==> config.mk <==
export PLATFORM = sky130hd
export DESIGN_NAME = lcd_enable_ctrl
export DESIGN_NICKNAME = d
export VERILOG_FILES = /design/src/rtl/lcd_ctrl_pkg.sv /design/src/rtl/lcd_reg_word.sv /design/src/rtl/lcd_enable_ctrl.sv
export SDC_FILE = /design/constraint.sdc
export NUM_CORES = 1
export LEC_CHECK = 0
export ABC_AREA = 1
export BUFFER_PORTS_ARGS = -buffer_cell sky130_fd_sc_hd__buf_2
export CORE_ASPECT_RATIO = 1.2
export CORE_UTILIZATION = 35
export CTS_CLUSTER_SIZE = 40
export DETAILED_ROUTE_END_ITERATION = 6
export PLACE_DENSITY = 0.67
export SLEW_MARGIN = 20
export SYNTH_ARGS = -nofsm -noshare
export SYNTH_HDL_FRONTEND = slang
export SYNTH_HIERARCHICAL = 1
export SYNTH_SLANG_ARGS = --single-unit
==> constraint.sdc <==
create_clock -name clk_i -period 2.9 [get_ports clk_i]
set_clock_uncertainty 0.15 [all_clocks]
set_input_delay 0.58 -clock clk_i [delete_from_list [all_inputs] [get_ports clk_i]]
set_output_delay 0.58 -clock clk_i [all_outputs]
set_load 0.03 [all_outputs]
==> src/rtl/lcd_ctrl_pkg.sv <==
// Purpose: constants for the display driver enable control block
// Assumes: 32-bit classic Wishbone register bus, byte addresses
// Notes:   register offsets are word aligned
package lcd_ctrl_pkg;

  // ==========================================================
  // register offsets
  localparam logic [7:0] power_off_control_two_off = 8'h00;
  localparam logic [7:0] display_control_one_off   = 8'h04;
  localparam logic [7:0] display_control_two_off   = 8'h08;
  localparam logic [7:0] port_segment_select_off   = 8'h0C;
  localparam logic [7:0] system_control_two_off    = 8'h10;
  localparam logic [7:0] status_off                = 8'h14;

  // ==========================================================
  // field positions
  localparam int gate_bit      = 0;
  localparam int enable_bit    = 7;
  localparam int duty_lsb      = 4;
  localparam int duty_w        = 3;
  localparam int slf_lsb       = 0;
  localparam int slf_w         = 4;
  localparam int lrse_lsb      = 5;
  localparam int lrse_w        = 3;
  localparam int brh_bit       = 4;
  localparam int bias_sel_bit  = 3;
  localparam int high_osc_bit  = 0;
  localparam int int_osc_bit   = 1;
  localparam int low_osc_bit   = 2;

  // ==========================================================
  // reset values and the control two read mask
  localparam logic [7:0] control_one_rst = 8'h00;
  localparam logic [7:0] control_two_rst = 8'h00;
  localparam logic [7:0] sysctl_rst      = 8'h00;
  localparam logic [7:0] ctl_two_rd_mask = 8'hF8;

  // base frequency codes
  localparam logic [3:0] slf_gear_max = 4'h6;
  localparam logic [3:0] slf_low_min  = 4'h8;
  localparam logic [3:0] slf_low_max  = 4'h9;

  // drive methods
  typedef enum logic [2:0] {
    quarter_third = 3'b000,
    third_third   = 3'b001,
    third_half    = 3'b010,
    half_half     = 3'b011,
    static_drive  = 3'b100
  } drive_method_type;

  // display power sequencer
  typedef enum logic [1:0] {
    st_off     = 2'b00,
    st_wait    = 2'b01,
    st_on      = 2'b10
  } power_state_type;

endpackage

==> src/rtl/lcd_reg_word.sv <==
// Purpose: one byte-wide control register with per-bit write mask
// Assumes: synchronous active-high reset
// Notes:   read data comes straight from the register
`timescale 1ns/1ps
module lcd_reg_word
#(
  parameter int          WIDTH = 8,
  parameter logic [7:0]  RST   = 8'h00,
  parameter logic [7:0]  WMASK = 8'hFF
)
(
  // clock and reset
  input  wire logic             clk_i,
  input  wire logic             rst_i,
  // write port
  input  wire logic             we_i,
  input  wire logic [WIDTH-1:0] wdata_i,
  // hardware clear of selected bits
  input  wire logic [WIDTH-1:0] hw_clr_i,
  // value
  output logic      [WIDTH-1:0] q_o
);

  logic [WIDTH-1:0] q_reg;
  logic [WIDTH-1:0] q_next;

  // hardware clear beats a software write in the same cycle
  assign q_next = ((we_i ? (wdata_i & WMASK[WIDTH-1:0]) : q_reg)) & ~hw_clr_i;

  always_ff @(posedge clk_i)
  begin
    if (rst_i)
      q_reg <= RST[WIDTH-1:0];
    else
      q_reg <= q_next;
  end

  assign q_o = q_reg;

endmodule

==> src/rtl/lcd_enable_ctrl.sv <==
// Purpose: clock gate, display power and pin-function control of a segment display driver
// Assumes: classic Wishbone slave, 32-bit data, byte addresses, 25 MHz clk_i
// Notes:   waveform generation and frame division live elsewhere
`timescale 1ns/1ps
module lcd_enable_ctrl
  import lcd_ctrl_pkg::*;
#(
  parameter int SEG_PINS  = 40,
  parameter int COM_PINS  = 4,
  parameter int BIAS_PINS = 2
)
(
  // clock and reset
  input  wire logic                 clk_i,
  input  wire logic                 rst_i,
  // wishbone slave
  input  wire logic                 cyc_i,
  input  wire logic                 stb_i,
  input  wire logic                 we_i,
  input  wire logic [7:0]           adr_i,
  input  wire logic [3:0]           sel_i,
  input  wire logic [31:0]          dat_i,
  output logic      [31:0]          dat_o,
  output logic                      ack_o,
  output logic                      err_o,
  // clock controller
  input  wire logic                 deep_idle_mode_i,
  input  wire logic                 deep_sleep_mode_i,
  input  wire logic                 stop_mode_i,
  input  wire logic                 high_clk_running_i,
  input  wire logic                 low_clk_running_i,
  input  wire logic                 base_clk_i,
  // driver core
  output logic                      driver_clk_o,
  output logic                      drive_supply_on_o,
  output logic                      display_active_o,
  output logic      [2:0]           drive_method_o,
  output logic                      drive_method_valid_o,
  output logic      [3:0]           base_sel_o,
  output logic      [2:0]           low_res_time_o,
  output logic                      high_res_sel_o,
  output logic                      internal_bias_o,
  input  wire logic [COM_PINS-1:0]  com_wave_i,
  input  wire logic [SEG_PINS-1:0]  seg_wave_i,
  // common pins
  output logic      [COM_PINS-1:0]  com_o,
  // shared segment / port pins
  input  wire logic [SEG_PINS-1:0]  port_out_i,
  input  wire logic [SEG_PINS-1:0]  port_oe_n_i,
  output logic      [SEG_PINS-1:0]  seg_o,
  output logic      [SEG_PINS-1:0]  seg_oe_n_o,
  // bias-capable shared pins
  input  wire logic [BIAS_PINS-1:0] bias_port_out_i,
  input  wire logic [BIAS_PINS-1:0] bias_port_oe_n_i,
  output logic      [BIAS_PINS-1:0] bias_o,
  output logic      [BIAS_PINS-1:0] bias_oe_n_o,
  output logic      [BIAS_PINS-1:0] bias_ext_conn_o
);

  // ==========================================================
  // helpers
  // reserved base codes belong to neither source, so they never light the display
  function automatic logic slf_is_gear(input logic [3:0] code);
    return code <= slf_gear_max;
  endfunction

  function automatic logic slf_is_low(input logic [3:0] code);
    return (code >= slf_low_min) && (code <= slf_low_max);
  endfunction

  // ==========================================================
  // bus decode
  logic        req;
  logic        ack_reg;
  logic        wr_stb;
  logic        hit_gate;
  logic        hit_one;
  logic        hit_two;
  logic        hit_port;
  logic        hit_sys;
  logic        hit_stat;
  logic        hit_any;
  logic        lane0_wr;
  logic        gate_we;
  logic        one_we;
  logic        two_we;
  logic        sys_we;
  logic        port_we;

  // one-cycle answer, dropped the cycle after; a pending error blocks a
  // second take too, so a request held over the answer edge is answered once
  assign req      = cyc_i && stb_i && !ack_reg && !err_o;
  assign hit_gate = adr_i == power_off_control_two_off;
  assign hit_one  = adr_i == display_control_one_off;
  assign hit_two  = adr_i == display_control_two_off;
  assign hit_port = adr_i == port_segment_select_off;
  assign hit_sys  = adr_i == system_control_two_off;
  assign hit_stat = adr_i == status_off;
  assign hit_any  = hit_gate || hit_one || hit_two || hit_port || hit_sys || hit_stat;
  assign wr_stb   = req && we_i && hit_any;
  assign lane0_wr = wr_stb && sel_i[0];

  // per-register write strobes; byte registers live on lane 0 only
  assign gate_we  = lane0_wr && hit_gate;
  assign one_we   = lane0_wr && hit_one;
  assign two_we   = lane0_wr && hit_two;
  assign sys_we   = lane0_wr && hit_sys;
  assign port_we  = wr_stb && hit_port;

  // ==========================================================
  // registers
  logic [7:0]  gate_q;
  logic [7:0]  ctl_one_q;
  logic [7:0]  ctl_two_q;
  logic [7:0]  sys_q;
  logic        low_power_entry;
  logic [7:0]  ctl_one_clr;
  logic [SEG_PINS-1:0] port_sel_reg;

  // mode inputs are levels: the clear repeats every cycle a mode stands, so a racing write loses
  // deep idle, deep sleep and stop mode clear
  assign low_power_entry = deep_idle_mode_i || deep_sleep_mode_i || stop_mode_i;
  assign ctl_one_clr     = low_power_entry ? (8'h01 << enable_bit) : 8'h00;

  lcd_reg_word #(.WIDTH(8), .RST(8'h00), .WMASK(8'h01)) u_gate
  (
    .clk_i    (clk_i),
    .rst_i    (rst_i),
    .we_i     (gate_we),
    .wdata_i  (dat_i[7:0]),
    .hw_clr_i (8'h00),
    .q_o      (gate_q)
  );

  lcd_reg_word #(.WIDTH(8), .RST(control_one_rst), .WMASK(8'hFF)) u_one
  (
    .clk_i    (clk_i),
    .rst_i    (rst_i),
    .we_i     (one_we),
    .wdata_i  (dat_i[7:0]),
    .hw_clr_i (ctl_one_clr),
    .q_o      (ctl_one_q)
  );

  lcd_reg_word #(.WIDTH(8), .RST(control_two_rst), .WMASK(ctl_two_rd_mask)) u_two
  (
    .clk_i    (clk_i),
    .rst_i    (rst_i),
    .we_i     (two_we),
    .wdata_i  (dat_i[7:0]),
    .hw_clr_i (8'h00),
    .q_o      (ctl_two_q)
  );

  lcd_reg_word #(.WIDTH(8), .RST(sysctl_rst), .WMASK(8'h07)) u_sys
  (
    .clk_i    (clk_i),
    .rst_i    (rst_i),
    .we_i     (sys_we),
    .wdata_i  (dat_i[7:0]),
    .hw_clr_i (8'h00),
    .q_o      (sys_q)
  );

  // port select: one bit per shared pin, byte lanes honoured
  // pins beyond bit 31 have no bus lane and stay ports
  always_ff @(posedge clk_i)
  begin
    if (rst_i)
      port_sel_reg <= '0;
    else if (port_we)
    begin
      for (int i = 0; i < SEG_PINS && i < 32; i++)
        if (sel_i[i/8])
          port_sel_reg[i] <= dat_i[i];
    end
  end

  // ==========================================================
  // fields
  logic        gate_on;
  logic        enable_bit_q;
  logic [3:0]  slf;
  logic [2:0]  duty;
  logic        bias_internal;
  logic        clk_ok;
  logic        display_on;

  assign gate_on       = gate_q[gate_bit];
  assign enable_bit_q  = ctl_one_q[enable_bit];
  assign slf           = ctl_one_q[slf_lsb +: slf_w];
  assign duty          = ctl_one_q[duty_lsb +: duty_w];
  assign bias_internal = ctl_two_q[bias_sel_bit];

  assign clk_ok = (slf_is_gear(slf) && high_clk_running_i) || (slf_is_low(slf) && low_clk_running_i);

  // the enable bit keeps reading one while blanked by the gate or a stopped clock, so software sees what it wrote; a low-power mode clears it
  // enable drives display
  assign display_on = enable_bit_q && gate_on && clk_ok;

  // ==========================================================
  // driver outputs
  // plain AND: a gate write in mid-phase can clip one base pulse, which is
  // why software leaves the gate alone while the driver runs
  // clock gate
  assign driver_clk_o = base_clk_i & gate_on;

  logic        supply_reg;
  logic        active_reg;
  logic [2:0]  method_reg;
  logic        method_ok_reg;

  // reserved codes pass through with valid low; the core idles on them
  // five methods
  assign drive_method_valid_o = method_ok_reg;
  assign drive_method_o       = method_reg;

  always_ff @(posedge clk_i)
  begin
    if (rst_i)
    begin
      supply_reg    <= 1'b0;
      active_reg    <= 1'b0;
      method_reg    <= quarter_third;
      method_ok_reg <= 1'b1;
    end
    else
    begin
      supply_reg    <= enable_bit_q && !low_power_entry;
      active_reg    <= display_on && !low_power_entry;
      method_reg    <= duty;
      method_ok_reg <= duty <= static_drive;
    end
  end

  assign drive_supply_on_o = supply_reg;
  assign display_active_o  = active_reg;
  assign base_sel_o        = slf;
  assign low_res_time_o    = ctl_two_q[lrse_lsb +: lrse_w];
  assign high_res_sel_o    = ctl_two_q[brh_bit];
  assign internal_bias_o   = bias_internal;

  // ==========================================================
  // pin muxing
  // common pins
  assign com_o = active_reg ? com_wave_i : '0;

  // pins handed to the segments are always driven, low while blank
  // shared segment pins
  genvar g;
  generate
    for (g = 0; g < SEG_PINS; g++)
    begin : g_seg
      assign seg_o[g]      = port_sel_reg[g] ? (active_reg & seg_wave_i[g]) : port_out_i[g];
      assign seg_oe_n_o[g] = port_sel_reg[g] ? 1'b0 : port_oe_n_i[g];
    end
    for (g = 0; g < BIAS_PINS; g++)
    begin : g_bias
      localparam int idx = SEG_PINS - BIAS_PINS + g;
      logic use_seg;
      // bias source is decided first: external resistors take the pin whatever the port select says
      // external bias forced
      assign use_seg            = bias_internal && port_sel_reg[idx];
      assign bias_ext_conn_o[g] = !bias_internal;
      assign bias_o[g]          = use_seg ? (active_reg & seg_wave_i[idx]) : bias_port_out_i[g];
      assign bias_oe_n_o[g]     = !bias_internal ? 1'b1 : (use_seg ? 1'b0 : bias_port_oe_n_i[g]);
    end
  endgenerate

  // ==========================================================
  // read back
  logic [31:0] rd_mux;
  logic [31:0] rd_reg;
  logic [31:0] port_rd;
  logic [3:0]  status_bits;

  assign status_bits = {clk_ok, method_ok_reg, supply_reg, active_reg};

  always_comb
  begin
    port_rd = '0;
    for (int i = 0; i < SEG_PINS && i < 32; i++)
      port_rd[i] = port_sel_reg[i];
  end

  assign rd_mux = hit_gate ? {24'h000000, gate_q} :
                  hit_one  ? {24'h000000, ctl_one_q} :
                  hit_two  ? {24'h000000, ctl_two_q & ctl_two_rd_mask} :
                  hit_port ? port_rd :
                  hit_sys  ? {24'h000000, sys_q} :
                  hit_stat ? {28'h0000000, status_bits} :
                             32'h00000000;

  // read data is captured only on a taken read, so it stands until the next one
  always_ff @(posedge clk_i)
  begin
    if (rst_i)
    begin
      ack_reg <= 1'b0;
      err_o   <= 1'b0;
      rd_reg  <= 32'h00000000;
    end
    else
    begin
      ack_reg <= req && hit_any;
      err_o   <= req && !hit_any;
      rd_reg  <= (req && !we_i) ? rd_mux : rd_reg;
    end
  end

  assign ack_o = ack_reg;
  assign dat_o = rd_reg;

endmodule

# == Yosys cells after proc, flatten, opt, wreduce, memory -nomap -nowiden ==
# Cells that the tools add are included.
# op_classes
reduce_logical,40
n_mux,75
addsub,0
n_bitwise,35
eq_ne,5
shifts,0
magnitude_cmp,4
mul,0
div_mod_pow,0
# ops
cell,n
$mux W32,4
$mux W1,66
$and A1 B1 Y1,33
$logic_and A1 B1 Y1,21
$eq A8 B4 Y1 const B,2
$eq A8 B5 Y1 const B,2
$mux W8,2
$mux W4,3
$and A8 B8 Y8,1
$eq A8 B3 Y1 const B,1
$logic_not A8 Y1,1
$logic_or A1 B1 Y1,8
$not A8 Y8,1
$reduce_and A2 Y1,4
$logic_not A1 Y1,6
$ge A4 B4 Y1 const B,1
$le A4 B3 Y1 const B,1
$le A4 B4 Y1 const B,1
$le A3 B3 Y1 const B,1
# word_totals
latch_bits,0
reg_bits,89
memories,0
rom_bits,0
mem_bits_rw,0

# == Depth between registers and ports, before layout ==
# logic_depth
depth_word,11
depth_mapped,11
mapped_depth_nobuf,10

# == Modules after synthesis ==
# Netlist, hierarchy kept.
# by_module_without_submodules
module,cells_each,area_per_inst_um2,instances
lcd_enable_ctrl,682,4186.5,1
lcd_reg_word at u_one,59,372.9,1
lcd_reg_word at u_two,49,329.1,1
lcd_reg_word at u_gate,37,301.5,1
lcd_reg_word at u_sys,42,292.8,1

# == Worst setup path before layout ==
# Ideal clock, no wire load.
# synth_timing
kind,in2reg
from,in adr_i[7]
to,"reg, netlist name u_sys/q_o[3]"
cell_stages,7
n_path_buf,0
setup_slack_ps,333
setup_ps,111
arrival_time_ps,2306
required_time_ps,2639
cell_sequence,nor2_1 > nand2_1 > a211oi_4 > nand3_1 > nor4_1 > or2_4 > nor2_1
# synth_lines
item,line_no,source
start: declaration,lcd_enable_ctrl.sv:20,"input wire logic [7:0] adr_i,"

# == Final worst setup path ==
# layout_timing
from,reg active_reg (netlist: display_active_o)
to,out seg_o[14]
# layout_between
elab_chain_len,2
# layout_lines
item,line_no,source
start: declaration,lcd_enable_ctrl.sv:209,logic active_reg;
start signal: assignment,lcd_enable_ctrl.sv:230,active_reg <= display_on && !low_power_entry;
$and A1 B1 Y1,lcd_enable_ctrl.sv:254,assign seg_o[g] = port_sel_reg[g] ? (active_reg & seg_wave_i[g]) : port_out_i[g];
$mux W1,lcd_enable_ctrl.sv:254,
end: declaration,lcd_enable_ctrl.sv:50,"output logic [SEG_PINS-1:0] seg_o,"
# No other way between the ends.

==> impl_metrics.env <==
export IMPL_outcome="finished, final reports clean"
export IMPL_via_per_inst=4.36
export IMPL_fin_tns_setup_ps=0
export IMPL_netlist_instances=856
export IMPL_maxCapViolations=0
export IMPL_dp_hpwl_mm=13.1
export IMPL_finalSetupViolations=0
export IMPL_die_area_um2=15900
export IMPL_drtIter0Drc=261
export IMPL_grtUsageTotal=0.212
export IMPL_root_buffer="clkbuf_16"
export IMPL_yosysWarnings=6
export IMPL_max_stage_delay_ps=720
export IMPL_cp_required_ps=2170
export IMPL_crit_chain="buf_4 -> nand3_1 -> nand2_1 -> buf_2"
export IMPL_num_io_pins=323
export IMPL_p_seq_frac=0.462
export IMPL_power_switching_uw=784
export IMPL_final_core_util=0.476
export IMPL_finalWorstPathRequiredPeriod_ps=2490
export IMPL_cp_slowest_cell="dfxtp_2"
export IMPL_period_share=0.857
export IMPL_synth_area_um2=5380
export IMPL_clkPwrFrac=0.400
export IMPL_clock_latency_ps=350
export IMPL_fillers=1618
export IMPL_combPwrFrac=0.138
export IMPL_area_delta_synth_final_pct=33.0
export IMPL_cts_buffer_depth=2
export IMPL_nNetsFinal=1317
export IMPL_port_buffers=278
export IMPL_r2r_end="u_two/q_o[4]"
export IMPL_vias=5858
export IMPL_internal_power_uw=2230
export IMPL_powerDensity_nw_per_um2=421
export IMPL_worstRegToRegCells=8
export IMPL_fp_row_count=49
export IMPL_cts_hold_buf=0
export IMPL_worstPathArrival_ps=1760
export IMPL_crit_path_start_kind="register"
export IMPL_htreeDepth=3
export IMPL_ff2ff_setup_slack_ps=930
export IMPL_dpl_cell_area_um2=6860
export IMPL_path_depth=4
export IMPL_max_slew_margin=0.513
export IMPL_rsz0062_at_grt="false"
export IMPL_cts_sinks=101
export IMPL_grt_overflow=0
export IMPL_cp_end_kind="output pin"
export IMPL_wl_per_cell_um=12.7
export IMPL_cts_buffers=9
export IMPL_grt_pass1_vias=5135
export IMPL_slew_violations=0
export IMPL_drive_gt1_frac=0.291
export IMPL_path_class="register to output pin"
export IMPL_drt_wl_total_mm=17.0
export IMPL_core_area_um2=15000
export IMPL_path_buf_inv=2
export IMPL_syn_avg_cell_area_um2=6.28
export IMPL_peakVddDrop_mv=0.317
export IMPL_path_max_fanout=25
export IMPL_sw_frac_of_total=0.260
export IMPL_r2r_start="err_o"
export IMPL_start_util=0.358
export IMPL_finalHoldViolations=0
export IMPL_ant_nets=0
export IMPL_path_clk_slew_ps=70
export IMPL_tightestPinTransition_ps=730
export IMPL_tritoncts="yes"
export IMPL_die_x_um=115
export IMPL_final_area_um2=7150
export IMPL_antenna_found_initial=2
export IMPL_grt_start_max_net_pins=52
export IMPL_critical_path_startpoint="display_active_o"
export IMPL_max_freq_ghz=0.402
export IMPL_route_detailed_drc=0
export IMPL_leakagePower_uw=0.00400
export IMPL_hold_class="register to register"
export IMPL_gp_congestion=0.856
export IMPL_path_delay_family="flip-flops"
export IMPL_crit_end="seg_o[14]"
export IMPL_grt_first_pass_wirelength_mm=25.4
export IMPL_die_height_um=138
export IMPL_drt_pre_antenna_iters=4
export IMPL_ctsResizeCount=0
export IMPL_post_cts_setup_buffer_count=0
power groups by stage:
| stage | clock (µW) | sequential [µW] | combinational [µW] |
|---|---|---|---|
| after global placement | 0 | 1420 | 416 |
| after floorplan | 0 | 1430 | 268 |
| after CTS | 1240 | 1390 | 419 |
| after global routing | 1290 | 1390 | 461 |
| final | 1210 | 1390 | 416 |
| after detailed placement | 0 | 1420 | 418 |
routing by layer:
| layer | routed length, µm | global-route usage | vias to the layer above |
|---|---|---|---|
| met3 | 1040 | 0.0471 | 20 |
| met2 | 8530 | 0.390 | 185 |
| met4 | 282 | 0.0801 | 2 |
| li1 | - | - | 3103 |
| met5 | 13 | 0 | - |
| met1 | 7140 | 0.238 | 2548 |
worst min-delay path: stages, from the launching register on:
cell and delay [ps]:
dfxtp_1 310, nand2_1 60, nor2_1 40
how the worst min path moves through the flow:
stage | start | endpoint | slack, ps | cells after the start
final | u_sys/q_o[4] | u_sys/q_o[4] | 300 | 2
after global routing | dat_i[12] | port_sel_reg[12] | 300 | 3
after CTS | dat_i[30] | port_sel_reg[30] | 290 | 3
after detailed placement | u_sys/q_o[6] | u_sys/q_o[6] | 290 | 2
after global placement | u_sys/q_o[7] | u_sys/q_o[7] | 280 | 2
after floorplan | u_sys/q_o[3] | u_sys/q_o[3] | 270 | 2
layout make-up:
class,instances,area [µm²],area share
multi-input cells,607,2640,0.369
flip-flops and latches,101,2020,0.283
repair buffers,288,1470,0.205
inverters,127,477,0.0666
well taps,204,255,0.0357
clock buffers,11,243,0.0339
clock inverters,4,48.8,0.00682
diodes,1,2.50,0.000350
layout by cell type, fill, tap and decap left out, drive strengths merged:
cell,instances
clkinv,3
clkbuf,11
dfxtp,101
buf,288
and2,1
o211ai,3
nor3,2
diode,1
nor4,1
or2,4
o21ai,6
nand3,80
conb,28
a21oi,37
inv,127
o21a,4
nand2,244
nand4,6
bufinv,1
a211oi,1
and3,1
nor3b,1
nor2,188
per-stage QoR:
step	cells	total power (µW)	hold slack, ps	worst slack, ps
final	1343	3010	295	415
after global routing	1342	3150	298	300
after CTS	1342	3050	289	404
after detailed placement	1327	1840	285	489
after global placement	1327	1840	282	513
after floorplan	883	1700	274	333
Power figures use the tool's default switching activity.
